===== config.mk =====
export PLATFORM = sky130hd
export DESIGN_NAME = ifsc_top
export DESIGN_NICKNAME = d
export VERILOG_FILES = /design/src/rtl/ifsc_pkg.sv /design/src/rtl/ifsc_filt_if.sv /design/src/rtl/ifsc_fault_filter.sv /design/src/rtl/ifsc_top.sv
export SDC_FILE = /design/constraint.sdc
export NUM_CORES = 1
export LEC_CHECK = 0
export ABC_AREA = 1
export BUFFER_PORTS_ARGS = -buffer_cell sky130_fd_sc_hd__buf_2
export CAP_MARGIN = 0
export CELL_PAD_IN_SITES_DETAIL_PLACEMENT = 0
export CELL_PAD_IN_SITES_GLOBAL_PLACEMENT = 1
export CORE_ASPECT_RATIO = 1.25
export CORE_MARGIN = 2
export CORE_UTILIZATION = 43
export CTS_CLUSTER_DIAMETER = 200
export CTS_CLUSTER_SIZE = 20
export DETAILED_ROUTE_END_ITERATION = 6
export PLACE_DENSITY_LB_ADDON = 0.1
export SETUP_SLACK_MARGIN = 0.4
export SYNTH_ARGS = -nofsm -noshare
export SYNTH_HDL_FRONTEND = slang
export SYNTH_SLANG_ARGS = --single-unit

===== constraint.sdc =====
create_clock -name CLK -period 3 [get_ports CLK]
set_input_delay 0.15 -clock CLK [delete_from_list [all_inputs] [get_ports CLK]]
set_output_delay 0.15 -clock CLK [all_outputs]
set_load 0.01 [all_outputs]

===== src/rtl/ifsc_pkg.sv =====
// Purpose: shared constants and types of the input fault scan configuration block
// Assumes: 10 MHz clock, registers in byte lane 0 of a 32-bit Avalon-MM word
// Notes:   byte address of a register is four times its index
package ifsc_pkg;

  // ==========================================================================
  // register indices
  localparam logic [7:0] IDX_SCAN_TIMING = 8'h67;
  localparam logic [7:0] IDX_AVERAGE     = 8'h68;
  localparam logic [7:0] IDX_BIAS        = 8'h6A;
  localparam logic [7:0] IDX_SIGPATH     = 8'h6B;
  localparam logic [7:0] IDX_CTRL        = 8'h7C;
  localparam logic [7:0] IDX_FAULT       = 8'h7D;
  localparam logic [7:0] IDX_IRQ_STAT    = 8'h7E;
  localparam logic [7:0] IDX_IRQ_MASK    = 8'h7F;

  // ==========================================================================
  // reset values and writable masks
  localparam logic [7:0] RST_SCAN_TIMING = 8'hB8;
  localparam logic [7:0] RST_AVERAGE     = 8'h00;
  localparam logic [7:0] RST_BIAS        = 8'h00;
  localparam logic [7:0] RST_SIGPATH     = 8'h01;
  localparam logic [7:0] RST_CTRL        = 8'h03;
  localparam logic [7:0] RST_IRQ_MASK    = 8'h00;
  localparam logic [7:0] WR_SCAN_TIMING  = 8'hFF;
  localparam logic [7:0] WR_AVERAGE      = 8'hF0;
  localparam logic [7:0] WR_BIAS         = 8'hF8;
  localparam logic [7:0] WR_SIGPATH      = 8'h3F;
  localparam logic [7:0] WR_CTRL         = 8'h8F;

  // ==========================================================================
  // field positions
  localparam int SCAN_RATE_LSB     = 6;
  localparam int FILT_SEL_LSB      = 2;
  localparam int SUPPLY_FILT_BIT   = 1;
  localparam int DOUBLE_BIT        = 0;
  localparam int AVG_SEL_LSB       = 6;
  localparam int LOAD_AVG_OFF_BIT  = 5;
  localparam int TEMP_AVG_OFF_BIT  = 4;
  localparam int BYPASS_BIT        = 7;
  localparam int SCAN_EN_BIT       = 7;
  localparam int TERM_THR_LSB      = 0;
  localparam int IRQ_SCAN_DONE_BIT = 5;

  // ==========================================================================
  // timing
  localparam int CLK_MHZ          = 10;
  localparam int INTERVAL_A_US    = 1000;
  localparam int INTERVAL_B_US    = 4000;
  localparam int INTERVAL_C_US    = 8000;
  localparam int INTERVAL_A_CYC   = INTERVAL_A_US * CLK_MHZ;
  localparam int INTERVAL_B_CYC   = INTERVAL_B_US * CLK_MHZ;
  localparam int INTERVAL_C_CYC   = INTERVAL_C_US * CLK_MHZ;
  localparam int TIMER_W          = 17;

  // ==========================================================================
  // fault filter
  localparam int         NUM_FAULTS   = 5;
  localparam int         FLT_SUPPLY   = 0;
  localparam int         CNT_W        = 5;
  localparam logic [4:0] FILT_CNT_16  = 5'h10;
  localparam logic [4:0] FILT_CNT_8   = 5'h08;
  localparam logic [4:0] FILT_CNT_4   = 5'h04;
  localparam logic [4:0] FILT_CNT_0   = 5'h01;

  // ==========================================================================
  // thresholds and levels
  localparam logic [9:0] THRESH_STEP_MV = 10'h01E;
  localparam int         LEVEL_W        = 12;

  typedef enum logic [1:0] {
    AVG_OFF   = 2'b00,
    AVG_HALF  = 2'b01,
    AVG_QUART = 2'b10,
    AVG_RSVD  = 2'b11
  } ifsc_avg_mode_t;

  typedef enum logic [0:0] {
    SCAN_IDLE = 1'b0,
    SCAN_BUSY = 1'b1
  } ifsc_scan_state_t;

endpackage : ifsc_pkg


===== src/rtl/ifsc_filt_if.sv =====
// Purpose: link between the scan controller and one fault filter
// Assumes: one filter per fault type
// Notes:   scan_done marks the scan whose result is on detect
`timescale 1ns/1ps
interface ifsc_filt_if;
  import ifsc_pkg::*;
  logic              scan_done;
  logic              detect;
  logic [CNT_W-1:0]  limit;
  logic              fault;

  modport owner  (output scan_done, output detect, output limit, input fault);
  modport filter (input scan_done, input detect, input limit, output fault);
endinterface : ifsc_filt_if


===== src/rtl/ifsc_fault_filter.sv =====
// Purpose: consecutive-scan debounce of one fault condition
// Assumes: limit is at least one
// Notes:   a clean scan drops both count and reported fault
`timescale 1ns/1ps
module ifsc_fault_filter (
  input  wire logic   CLK,     // block clock
  input  wire logic   RESETN,  // async reset, active low
  ifsc_filt_if.filter f        // scan result in, fault out
);
  import ifsc_pkg::*;

  logic [CNT_W-1:0] cnt_r;
  logic [CNT_W-1:0] cnt_nxt;
  logic             fault_r;
  logic             fault_nxt;

  // ==========================================================================
  // count detections, clean scan restarts
  assign cnt_nxt   = !f.scan_done ? cnt_r :
                     !f.detect    ? '0 :
                     (cnt_r >= f.limit) ? cnt_r : cnt_r + 1'b1;
  assign fault_nxt = !f.scan_done ? fault_r :
                     (f.detect && (cnt_r + 1'b1 >= f.limit));

  always_ff @(posedge CLK or negedge RESETN) begin
    if (!RESETN) begin
      cnt_r   <= '0;
      fault_r <= 1'b0;
    end else begin
      cnt_r   <= cnt_nxt;
      fault_r <= fault_nxt;
    end
  end

  assign f.fault = fault_r;

endmodule : ifsc_fault_filter


===== src/rtl/ifsc_top.sv =====
// Purpose: configuration registers and control of the input fault scanner
// Assumes: analog scan front end answers each SCAN_START with one SCAN_DONE
// Notes:   Avalon-MM slave, one wait state on every access
//
// Implementation choice: the Avalon-MM interface to the registers.
`timescale 1ns/1ps

// Overview of operation
// - Scan interval codes 1, 2 and 3 repeat the scan every 1 ms, 4 ms and 8 ms.
// - Scan interval code 0 starts each scan right as the previous one finishes.
// - Faults other than the low-supply battery short debounce 16, 8, 4 or no counts for codes 0 to 3.
// - With battery below bias, the battery short debounces 16 counts for bit 0 and 8 for bit 1.
// - The scale bit doubles every detection threshold, clear leaves them unchanged.
// - Averaging code 0 is off, 1 weights old and new half each, 2 weights old three quarters.
// - The bias load override bit turns averaging off for bias load current detection.
// - The temperature override bit turns averaging off for over-temperature detection.
// - Boost runs when the bypass bit is 0 and is bypassed when it is 1.
// - After reset the scan interval field reads 10b and the debounce select field 10b.
// - The terminal short threshold code steps 30 mV from 0 mV at code 0 to 450 mV at code 15.
module ifsc_top #(
  parameter int INTERVAL_A = ifsc_pkg::INTERVAL_A_CYC,  // 1 ms in cycles
  parameter int INTERVAL_B = ifsc_pkg::INTERVAL_B_CYC,  // 4 ms in cycles
  parameter int INTERVAL_C = ifsc_pkg::INTERVAL_C_CYC   // 8 ms in cycles
) (
  input  wire logic                               CLK,              // 10 MHz clock
  input  wire logic                               RESETN,           // async reset, active low
  input  wire logic [8:0]                         ADDRESS,          // byte address
  input  wire logic                               READ,             // read request
  input  wire logic                               WRITE,            // write request
  input  wire logic [31:0]                        WRITEDATA,        // write data
  input  wire logic [3:0]                         BYTEENABLE,       // byte lanes
  output logic      [31:0]                        READDATA,         // read data
  output logic                                    WAITREQUEST,      // stall
  output logic                                    IRQ,              // level interrupt
  output logic                                    SCAN_START,       // one-cycle scan kick
  input  wire logic                               SCAN_DONE,        // scan finished pulse
  input  wire logic [ifsc_pkg::NUM_FAULTS-1:0]    FAULT_DETECT,     // raw per-scan detections
  input  wire logic                               VBAT_BELOW_BIAS,  // battery below bias level
  input  wire logic [ifsc_pkg::LEVEL_W-1:0]       GEN_LEVEL,        // general scan level
  input  wire logic [ifsc_pkg::LEVEL_W-1:0]       LOAD_LEVEL,       // bias load current level
  input  wire logic [ifsc_pkg::LEVEL_W-1:0]       TEMP_LEVEL,       // temperature level
  output logic      [ifsc_pkg::LEVEL_W-1:0]       GEN_AVG,          // averaged general level
  output logic      [ifsc_pkg::LEVEL_W-1:0]       LOAD_AVG,         // averaged load level
  output logic      [ifsc_pkg::LEVEL_W-1:0]       TEMP_AVG,         // averaged temperature level
  output logic      [ifsc_pkg::NUM_FAULTS-1:0]    FAULT_FLAGS,      // debounced faults
  output logic      [10:0]                        TERM_THRESH_MV,   // terminal short threshold
  output logic                                    THRESH_SCALE,     // thresholds doubled
  output logic                                    BOOST_ENABLE,     // bias boost running
  output logic      [7:0]                         SIGPATH_CFG       // signal path config
);
  import ifsc_pkg::*;

  // ==========================================================================
  // registers
  logic [7:0]            timing_r;
  logic [7:0]            average_r;
  logic [7:0]            bias_r;
  logic [7:0]            sigpath_r;
  logic [7:0]            ctrl_r;
  logic [7:0]            irq_stat_r;
  logic [7:0]            irq_stat_nxt;
  logic [7:0]            irq_mask_r;
  logic                  ack_r;
  logic [31:0]           rdata_r;
  logic [31:0]           rdata_nxt;

  // ==========================================================================
  // bus decode
  wire                   req       = READ | WRITE;
  wire                   aligned   = (ADDRESS[1:0] == 2'b00);
  wire  [7:0]            idx       = {1'b0, ADDRESS[8:2]};
  wire                   sel_tim   = aligned && (idx == IDX_SCAN_TIMING);
  wire                   sel_avg   = aligned && (idx == IDX_AVERAGE);
  wire                   sel_bias  = aligned && (idx == IDX_BIAS);
  wire                   sel_sig   = aligned && (idx == IDX_SIGPATH);
  wire                   sel_ctrl  = aligned && (idx == IDX_CTRL);
  wire                   sel_flt   = aligned && (idx == IDX_FAULT);
  wire                   sel_stat  = aligned && (idx == IDX_IRQ_STAT);
  wire                   sel_mask  = aligned && (idx == IDX_IRQ_MASK);
  // a write lands only at the edge where WAITREQUEST is low
  wire                   wr_go     = WRITE && ack_r && BYTEENABLE[0];
  wire  [7:0]            wd        = WRITEDATA[7:0];
  wire  [7:0]            fault_vec = {{(8-NUM_FAULTS){1'b0}}, FAULT_FLAGS};

  // unmapped addresses read zero and ignore writes
  assign rdata_nxt = sel_tim  ? {24'h000000, timing_r}   :
                     sel_avg  ? {24'h000000, average_r}  :
                     sel_bias ? {24'h000000, bias_r}     :
                     sel_sig  ? {24'h000000, sigpath_r}  :
                     sel_ctrl ? {24'h000000, ctrl_r}     :
                     sel_flt  ? {24'h000000, fault_vec}  :
                     sel_stat ? {24'h000000, irq_stat_r} :
                     sel_mask ? {24'h000000, irq_mask_r} : 32'h00000000;

  assign WAITREQUEST = req && !ack_r;
  assign READDATA    = rdata_r;

  always_ff @(posedge CLK or negedge RESETN) begin
    if (!RESETN) begin
      ack_r   <= 1'b0;
      rdata_r <= 32'h00000000;
    end else begin
      ack_r   <= req && !ack_r;
      rdata_r <= (READ && !ack_r) ? rdata_nxt : rdata_r;
    end
  end

  // ==========================================================================
  // configuration registers
  // reserved fields of the average, bias, signal path and control registers are cleared by the write masks; scan timing and interrupt mask store every bit written
  always_ff @(posedge CLK or negedge RESETN) begin
    if (!RESETN) begin
      timing_r   <= RST_SCAN_TIMING;
      average_r  <= RST_AVERAGE;
      bias_r     <= RST_BIAS;
      sigpath_r  <= RST_SIGPATH;
      ctrl_r     <= RST_CTRL;
      irq_mask_r <= RST_IRQ_MASK;
    end else begin
      if (wr_go && sel_tim) begin
        timing_r <= wd & WR_SCAN_TIMING;
      end
      if (wr_go && sel_avg) begin
        average_r <= wd & WR_AVERAGE;
      end
      if (wr_go && sel_bias) begin
        bias_r <= wd & WR_BIAS;
      end
      if (wr_go && sel_sig) begin
        sigpath_r <= wd & WR_SIGPATH;
      end
      if (wr_go && sel_ctrl) begin
        ctrl_r <= wd & WR_CTRL;
      end
      if (wr_go && sel_mask) begin
        irq_mask_r <= wd;
      end
    end
  end

  // ==========================================================================
  // field extraction
  wire  [1:0]            rate_sel   = timing_r[SCAN_RATE_LSB +: 2];
  wire  [1:0]            filt_sel   = timing_r[FILT_SEL_LSB +: 2];
  wire                   supply_sel = timing_r[SUPPLY_FILT_BIT];
  wire                   dbl        = timing_r[DOUBLE_BIT];
  wire                   scan_en    = ctrl_r[SCAN_EN_BIT];
  wire  [3:0]            term_code  = ctrl_r[TERM_THR_LSB +: 4];
  ifsc_avg_mode_t        avg_mode;
  assign avg_mode = ifsc_avg_mode_t'(average_r[AVG_SEL_LSB +: 2]);

  // ==========================================================================
  // scan repetition
  ifsc_scan_state_t      state_r;
  ifsc_scan_state_t      state_nxt;
  logic [TIMER_W-1:0]    timer_r;
  logic [TIMER_W-1:0]    timer_nxt;
  logic                  scan_start_r;
  logic [TIMER_W-1:0]    period;

  assign period = (rate_sel == 2'd1) ? TIMER_W'(INTERVAL_A) :
                  (rate_sel == 2'd2) ? TIMER_W'(INTERVAL_B) :
                                       TIMER_W'(INTERVAL_C);

  // interval measured start to start; an overlong scan starts the next at once
  wire                   due      = (rate_sel == 2'd0) || (timer_r >= period);
  wire                   go_idle  = (state_r == SCAN_IDLE) && due;
  // continuous mode chains straight off the finishing scan
  wire                   go_chain = (state_r == SCAN_BUSY) && SCAN_DONE && (rate_sel == 2'd0);
  wire                   start_go = scan_en && (go_idle || go_chain);

  always_comb begin
    state_nxt = state_r;
    case (state_r)
      SCAN_IDLE: begin
        if (start_go) begin
          state_nxt = SCAN_BUSY;
        end
      end
      SCAN_BUSY: begin
        if (SCAN_DONE && !start_go) begin
          state_nxt = SCAN_IDLE;
        end
      end
      default: begin
        state_nxt = SCAN_IDLE;
      end
    endcase
  end

  assign timer_nxt = start_go ? {{(TIMER_W-1){1'b0}}, 1'b1} :
                     (timer_r >= period) ? timer_r : timer_r + 1'b1;

  always_ff @(posedge CLK or negedge RESETN) begin
    if (!RESETN) begin
      state_r      <= SCAN_IDLE;
      timer_r      <= '0;
      scan_start_r <= 1'b0;
    end else begin
      state_r      <= state_nxt;
      timer_r      <= timer_nxt;
      scan_start_r <= start_go;
    end
  end

  assign SCAN_START = scan_start_r;

  // ==========================================================================
  // fault debounce
  logic [CNT_W-1:0]      gen_limit;
  logic [CNT_W-1:0]      supply_limit;

  assign gen_limit = (filt_sel == 2'd0) ? FILT_CNT_16 :
                     (filt_sel == 2'd1) ? FILT_CNT_8  :
                     (filt_sel == 2'd2) ? FILT_CNT_4  :
                                          FILT_CNT_0;
  // battery short has its own filter only while battery sits below bias
  assign supply_limit = !VBAT_BELOW_BIAS ? gen_limit :
                        supply_sel       ? FILT_CNT_8 : FILT_CNT_16;

  // only done pulses of a scan this block started count
  wire                   done_ok = SCAN_DONE && (state_r == SCAN_BUSY);

  ifsc_filt_if           filt_link [NUM_FAULTS] ();

  generate
    for (genvar g = 0; g < NUM_FAULTS; g++) begin : g_filt
      assign filt_link[g].scan_done = done_ok;
      assign filt_link[g].detect    = FAULT_DETECT[g];
      assign filt_link[g].limit     = (g == FLT_SUPPLY) ? supply_limit : gen_limit;
      assign FAULT_FLAGS[g]         = filt_link[g].fault;
      ifsc_fault_filter u_filt (
        .CLK    (CLK),
        .RESETN (RESETN),
        .f      (filt_link[g])
      );
    end
  endgenerate

  // ==========================================================================
  // moving average
  function automatic logic [LEVEL_W-1:0] avg_step(
    input ifsc_avg_mode_t     mode,
    input logic               off,
    input logic [LEVEL_W-1:0] old_v,
    input logic [LEVEL_W-1:0] new_v
  );
    logic [LEVEL_W+1:0] sum;
    sum = '0;
    if (off || mode == AVG_OFF || mode == AVG_RSVD) begin
      avg_step = new_v;
    end else if (mode == AVG_HALF) begin
      sum      = {2'b00, old_v} + {2'b00, new_v};
      avg_step = sum[LEVEL_W:1];
    end else begin
      sum      = {1'b0, old_v, 1'b0} + {2'b00, old_v} + {2'b00, new_v};
      avg_step = sum[LEVEL_W+1:2];
    end
  endfunction

  logic [LEVEL_W-1:0]    gen_avg_r;
  logic [LEVEL_W-1:0]    load_avg_r;
  logic [LEVEL_W-1:0]    temp_avg_r;

  wire  [LEVEL_W-1:0]    gen_avg_nxt  = avg_step(avg_mode, 1'b0, gen_avg_r, GEN_LEVEL);
  wire  [LEVEL_W-1:0]    load_avg_nxt = avg_step(avg_mode, average_r[LOAD_AVG_OFF_BIT],
                                                 load_avg_r, LOAD_LEVEL);
  wire  [LEVEL_W-1:0]    temp_avg_nxt = avg_step(avg_mode, average_r[TEMP_AVG_OFF_BIT],
                                                 temp_avg_r, TEMP_LEVEL);

  always_ff @(posedge CLK or negedge RESETN) begin
    if (!RESETN) begin
      gen_avg_r  <= '0;
      load_avg_r <= '0;
      temp_avg_r <= '0;
    end else if (done_ok) begin
      gen_avg_r  <= gen_avg_nxt;
      load_avg_r <= load_avg_nxt;
      temp_avg_r <= temp_avg_nxt;
    end
  end

  assign GEN_AVG  = gen_avg_r;
  assign LOAD_AVG = load_avg_r;
  assign TEMP_AVG = temp_avg_r;

  // ==========================================================================
  // thresholds, boost, signal path
  logic [10:0]           term_thr_r;
  wire  [9:0]            term_base = 10'(term_code * THRESH_STEP_MV);

  always_ff @(posedge CLK or negedge RESETN) begin
    if (!RESETN) begin
      term_thr_r <= '0;
    end else begin
      term_thr_r <= dbl ? {term_base, 1'b0} : {1'b0, term_base};
    end
  end

  assign TERM_THRESH_MV = term_thr_r;
  assign THRESH_SCALE   = dbl;
  assign BOOST_ENABLE   = !bias_r[BYPASS_BIT];
  assign SIGPATH_CFG    = sigpath_r;

  // ==========================================================================
  // interrupts
  logic [NUM_FAULTS-1:0] flags_q;
  wire  [NUM_FAULTS-1:0] flag_rise = FAULT_FLAGS & ~flags_q;
  wire  [7:0]            irq_set   = {2'b00, done_ok, flag_rise};
  wire  [7:0]            irq_clr   = (wr_go && sel_stat) ? wd : 8'h00;

  // a new event beats a clear in the same cycle
  assign irq_stat_nxt = (irq_stat_r & ~irq_clr) | irq_set;

  always_ff @(posedge CLK or negedge RESETN) begin
    if (!RESETN) begin
      irq_stat_r <= 8'h00;
      flags_q    <= '0;
    end else begin
      irq_stat_r <= irq_stat_nxt;
      flags_q    <= FAULT_FLAGS;
    end
  end

  assign IRQ = |(irq_stat_r & irq_mask_r);

endmodule : ifsc_top


==> flow_summary.toml, run 1 <==
[synthesis]
synth_edf_count = 0
syn_avg_cell_area_um2 = 7.02
yosys-top-cells-area = "dfrtp_1 26%, nand2_1 14%, ha_1 12%"
ys_seq_elements = 152
synth-seq-area-share_pct = 26.9
syn_area_um2 = 14200
synth_top_area_cell = "dfrtp_1"
synthArstFlopShare_pct = 100
syn-instance-count = 2020
synth.most_common_cell = "nand2_1"
yosysTopAreaCellShare_pct = 25.6
netlist-cell-type-count = 46
yosys_warnings = 0
synth_common_cells = "515 x nand2_1, 269 x inv_1, 201 x nand3_1"
synth_ff_type = "dfrtp_1"

[placement]
post-place-ws_ns = 0.243
hpwl_um = 30700
port_buffers = 133
gp_congestion = 0.876
postPlaceCellArea_um2 = 15200

[sta]
rsz0062_at_grt = "true"
period_share_pct = 88.8
setup_tns_ns = 0
tightest_slew_ns = 0.779
layout_min_cycle_time_ns = 2.66
clock_skew_ns = 0.0116
setup_violations = 0
drv_slew = 0
slew_headroom_pct = 48.1
setup_ws_ns = 0.337
fmax_mhz = 376
finalHoldViolations = 0

[floorplan]
core-area_um2 = 32600
die_h_um = 207
rows = 74
die_w_um = 166
die_area_um2 = 34500
start_util_pct = 43.5
pin_count = 189

[layout]
final_area_um2 = 16100
nNetsFinal = 2440
area_growth_pct = 13.5
drive_gt1_share_pct = 12.4

[clock_network]
cts_tree = "yes"
cts.sinks = 152
path_clk_slew_ns = 0.07
htreeDepth = 4
clk_latency_ns = 0.45
clk_root_buffer_cell = "clkbuf_16"
clockBufferDepth = 2
cts-buffers-inserted = 17

[critical_path]
required_ns = 3.33
arrival_ns = 2.99
endpoint_kind = "flop"
critPathLaunchType = "flop"
path_max_fanout = 3
path_class = "reg2reg"

[routing]
vias = 13300
dr.pass1.iters = 5
drt_iter0_markers = 653
wl_per_cell_um = 15.1
drt_drc_violations_left = 0
via_per_inst = 5.13
antenna_left = 0
drt_wl_total_um = 39100

[run_status]
status = "finished, final reports clean"

[run]
maxCapViolCount = 0

[global_routing]
grt.total_usage_pct = 22.9
grt_max_degree = 54
met3_usage_pct = 2.98
globalRouteMet1Util_pct = 27.8
grt_remaining_overflow = 0
grt_busiest_layer = "met2"
grt_pass1_wl_um = 65000
antenna_found_initial = 1
grt_pass1_vias = 13300
use_met2_pct = 42.2

[power]
leakagePower_uw = 0.00843
ir_drop_mv = 0.455
power.density_nw_per_um2 = 469
p_total_uw = 7540

[min_path]
hp-class = "in2reg"
-- flip-flops by register name (all words and copies together) (netlist names), 6 cells and up --
signal	flops
GEN_AVG	12
LOAD_AVG	12
READDATA	8
SIGPATH_CFG	6
TEMP_AVG	12
TERM_THRESH_MV	9
g_filt.u_filt.cnt_r	25
irq_mask_r	8
irq_stat_r	8
timer_r	17
timing_r	8
-- cell families after synthesis --
family,synth area share [%]
mux,0.0706
compound gates,11.2
fa+ha+maj,18.6
flops,26.9
buf+inv,10.3
xor+xnor,2.16
other cells,0.0264
simple gates,30.8
-- metrics by stage --
step           util (%)  hold WS, ns  std cells
2_1_floorplan         -       -0.146       2047
3_3_place_gp       46.7        0.135       2549
3_5_place_dp       46.7        0.143       2549
4_1_cts            48.8       0.0141       2592
5_1_grt            49.4       0.0374       2595
6_report           49.4       0.0331       2597
-- cell type report --
cell class	count	area [um2]
Fill cell	3438	16500
Multi-Input combinational cell	1552	9180
Sequential cell	152	3820
Inverter	272	1020
Timing Repair Buffer	169	987
Tap cell	418	523
Clock buffer	19	433
Clock inverter	13	116
Antenna cell	2	5.00
-- where the power goes --
part,switching [uW],total (uW),internal (uW)
sequential,252,2490,2230
clock,1010,2090,1090
combinational,1830,2970,1140
-- placed cells by master, fill, tap and decap left out, drive strengths merged, types with 3 or more instances in the layout --
cell | synthesis | routed
fa | 44 | 44
dfstp | 7 | 7
a21o | 11 | 11
xor2 | 29 | 29
a31oi | 3 | 3
o211ai | 6 | 6
dlygate4sd3 | 0 | 8
inv | 271 | 278
buf | 46 | 161
nor3 | 12 | 12
nor2 | 202 | 202
nand3b | 9 | 9
ha | 140 | 140
o21ai | 136 | 136
and2 | 3 | 3
conb | 1 | 28
o2111ai | 6 | 6
clkinvlp | 0 | 4
clkinv | 1 | 3
a21boi | 3 | 3
o21bai | 10 | 10
nand2 | 523 | 523
o22ai | 5 | 5
xnor2 | 6 | 6
clkbuf | 25 | 19
nand3 | 204 | 204
or2 | 8 | 8
nand4 | 48 | 48
dfrtp | 145 | 145
a21oi | 108 | 108
-- worst max-delay path: stages, from the launching register on --
cell and delay [ns]:
dfstp_2 0.56, fa_2 0.47, fa_2 0.61, ha_4 0.22
nand3_2 0.08, nand2_2 0.06, nand2_2 0.08, nand2_2 0.05
a21oi_2 0.14, xor2_1 0.19, o21ai_1 0.09
-- routing by layer --
layer  routed length (um)  share of wire (%)
met1                17100                 44
met2                20000                 51
met3                 1360                3.5
met4                  717                1.8
met5                    0                  0
-- path summary, 6_finish.rpt --
check | start | endpoint | slack [ns] | cells after the start
worst max register to register | ctrl_r[1] | TERM_THRESH_MV[8] | 0.34 | 10
max in group asynchronous | RESETN | GEN_AVG[3] | 1.93 | 3
worst min-delay path | TEMP_LEVEL[3] | TEMP_AVG[3] | 0.03 | 3
worst min register to register | flags_q[3] | irq_stat_r[3] | 0.42 | 1
worst max-delay path | ctrl_r[1] | TERM_THRESH_MV[8] | 0.34 | 10
min in group asynchronous | RESETN | TERM_THRESH_MV[4] | 0.21 | 2
-- what timing repair did --
| item | CTS | global route |
|---|---|---|
| hold buffers | 8 | 0 |
| pin swaps | 2 | 11 |
| setup endpoints to repair | 6 | 50 |
| setup buffers | 3 | 3 |
| cloned | 0 | 0 |
| gates resized for setup | 6 | 44 |
| endpoints found under the hold margin | 54 | 0 |
(Power assumes the default switching activity.)
==> run 2: changes to the inputs <==
--- a/config.mk
+++ b/config.mk
@@ -12,7 +12,7 @@
 export CELL_PAD_IN_SITES_GLOBAL_PLACEMENT = 1
 export CORE_ASPECT_RATIO = 1.25
 export CORE_MARGIN = 2
-export CORE_UTILIZATION = 43
+export CORE_UTILIZATION = 40
 export CTS_CLUSTER_DIAMETER = 200
 export CTS_CLUSTER_SIZE = 20
 export DETAILED_ROUTE_END_ITERATION = 6
==> flow_summary.toml, run 2 (same netlist as run 1, synthesis figures left out) <==
[run_status]
status = "finished, final reports clean"

[floorplan]
die_area_um2 = 37000
rows = 77
die_w_um = 172
start_util_pct = 40.3
die_h_um = 215
core-area_um2 = 35200
pin_count = 189

[sta]
setup_tns_ns = 0
period_share_pct = 88.8
fmax_mhz = 375
setup_violations = 0
finalHoldViolations = 0
slew_headroom_pct = 51.4
rsz0062_at_grt = "true"
drv_slew = 0
tightest_slew_ns = 0.730
layout_min_cycle_time_ns = 2.66
clock_skew_ns = 0.00861

[global_routing]
grt_remaining_overflow = 0
antenna_found_initial = 1
grt_pass1_vias = 13300
grt.total_usage_pct = 22.3
grt_max_degree = 66
grt_pass1_wl_um = 66000

[critical_path]
crit_chain = "fa_1 -> fa_2 -> ha_4 -> nand3_2 -> nand2_2 -> nand2_2 -> nand2_2 -> a21oi_2 -> xor2_1 -> o21ai_1"
r2r_slack_ns = 0.34
ff2ff_path_depth = 10
crit_cells = 10
required_ns = 3.33
setup.worst_path.end = "TERM_THRESH_MV[8]"
crit_family = "adder cells"
r2r-end = "TERM_THRESH_MV[8]"
arrival_ns = 2.99
critPathLaunch = "ctrl_r[1]"
path_class = "reg2reg"
critPathLaunchType = "flop"
path_max_fanout = 4
crit_top_cell = "nand2_2"
max_stage_delay_ns = 0.60
crit_slowest_cell = "fa_2"
timing.rr.start = "ctrl_r[1]"
endpoint_kind = "flop"
crit_buf_inv = 0

[clock_network]
cts_tree = "yes"
clockBufferDepth = 2
clk_latency_ns = 0.45
clk_root_buffer_cell = "clkbuf_16"
cts-buffers-inserted = 17
cts.sinks = 152
htreeDepth = 4
path_clk_slew_ns = 0.07

[layout]
layout_common_cells = "511 x nand2_1, 267 x inv_1, 197 x nand3_1"
final_util_pct = 46.0
multiInputGateArea_um2 = 9170
fill_cells = 3705
mostFrequentLayoutCell = "nand2_1"
nNetsFinal = 2439
largest_reg_flops = 25
area_growth_pct = 14.1
top_register = "g_filt.u_filt.cnt_r"
seqCellArea_um2 = 3820
reg_top3 = "g_filt.u_filt.cnt_r (25), timer_r (17)"
drive_gt1_share_pct = 12.5

[power]
p_total_uw = 7630
power.density_nw_per_um2 = 471
leakagePower_uw = 0.00848
ir_drop_mv = 0.287

[routing]
dr.pass1.iters = 5
antenna_left = 0
drt_drc_violations_left = 0
drt_wl_total_um = 39700
vias = 13300
via_per_inst = 5.02
wl_per_cell_um = 15.0
drt_iter0_markers = 668

[placement]
gp_congestion = 0.857
port_buffers = 133
hpwl_um = 31400

[min_path]
hp-class = "in2reg"

[run]
maxCapViolCount = 0
## run 2: cell type report
type / instances / area share, %
multi-input combinational: 1552 / 56.7
timing repair buffer: 168 / 6.10
clock buffer: 19 / 2.80
clock inverter: 13 / 0.766
inverter: 272 / 6.33
antenna: 1 / 0.0155
tap: 474 / 3.67
sequential: 152 / 23.6
## run 2: report_power, final
part | switching [uW] | leakage (uW) | total, uW | internal [uW]
clock | 1020 | 0.000287 | 2160 | 1140
sequential | 245 | 0.00186 | 2480 | 2230
combinational | 1850 | 0.00633 | 2980 | 1130
total | 3120 | 0.00848 | 7630 | 4510
## run 2: worst min-delay path: stages
cell,delay (ns)
buf_2,0.12
o21ai_0,0.10
nand2_1,0.06
## run 2: worst min-delay path by stage
| stage | startpoint | to | slack (ns) | cells after the start |
|---|---|---|---|---|
| after floorplan | RESETN | GEN_AVG[0] | -0.15 | 0 |
| after global placement | RESETN | TERM_THRESH_MV[2] | 0.19 | 1 |
| after detailed placement | RESETN | TERM_THRESH_MV[3] | 0.19 | 1 |
| after CTS | SCAN_DONE | state_r | 0.004 | 3 |
| after global routing | TEMP_LEVEL[0] | TEMP_AVG[0] | 0.009 | 3 |
| final | TEMP_LEVEL[0] | TEMP_AVG[0] | 0.02 | 3 |
## run 2: layer usage
layer	vias to the layer above	GRT usage, %	share of wire [%]
met5	-	0	0
met4	0	7.96	2.8
met3	61	2.90	3.1
met2	247	39.1	50
met1	6187	27.7	44
li1	6813	-	-
## run 2: metrics by stage
stage / area (um2) / std cells / hold slack, ns / worst slack [ns]
3_3_place_gp: 15300 / 2604 / 0.192 / 0.285
4_1_cts: 16000 / 2647 / 0.00352 / 0.370
5_1_grt: 16200 / 2650 / 0.00898 / 0.210
2_1_floorplan: 14300 / 2047 / -0.146 / 0.423
6_report: 16200 / 2651 / 0.0151 / 0.337
3_5_place_dp: 15300 / 2604 / 0.193 / 0.238
## run 2: repair_timing
item / in CTS / in global routing
endpoints found under the hold margin: 63 / 0
hold buffers: 6 / 0
setup endpoints to repair: 10 / 48
gates resized for setup: 6 / 39
pin swaps: 2 / 11
buffers inserted: 5 / 3
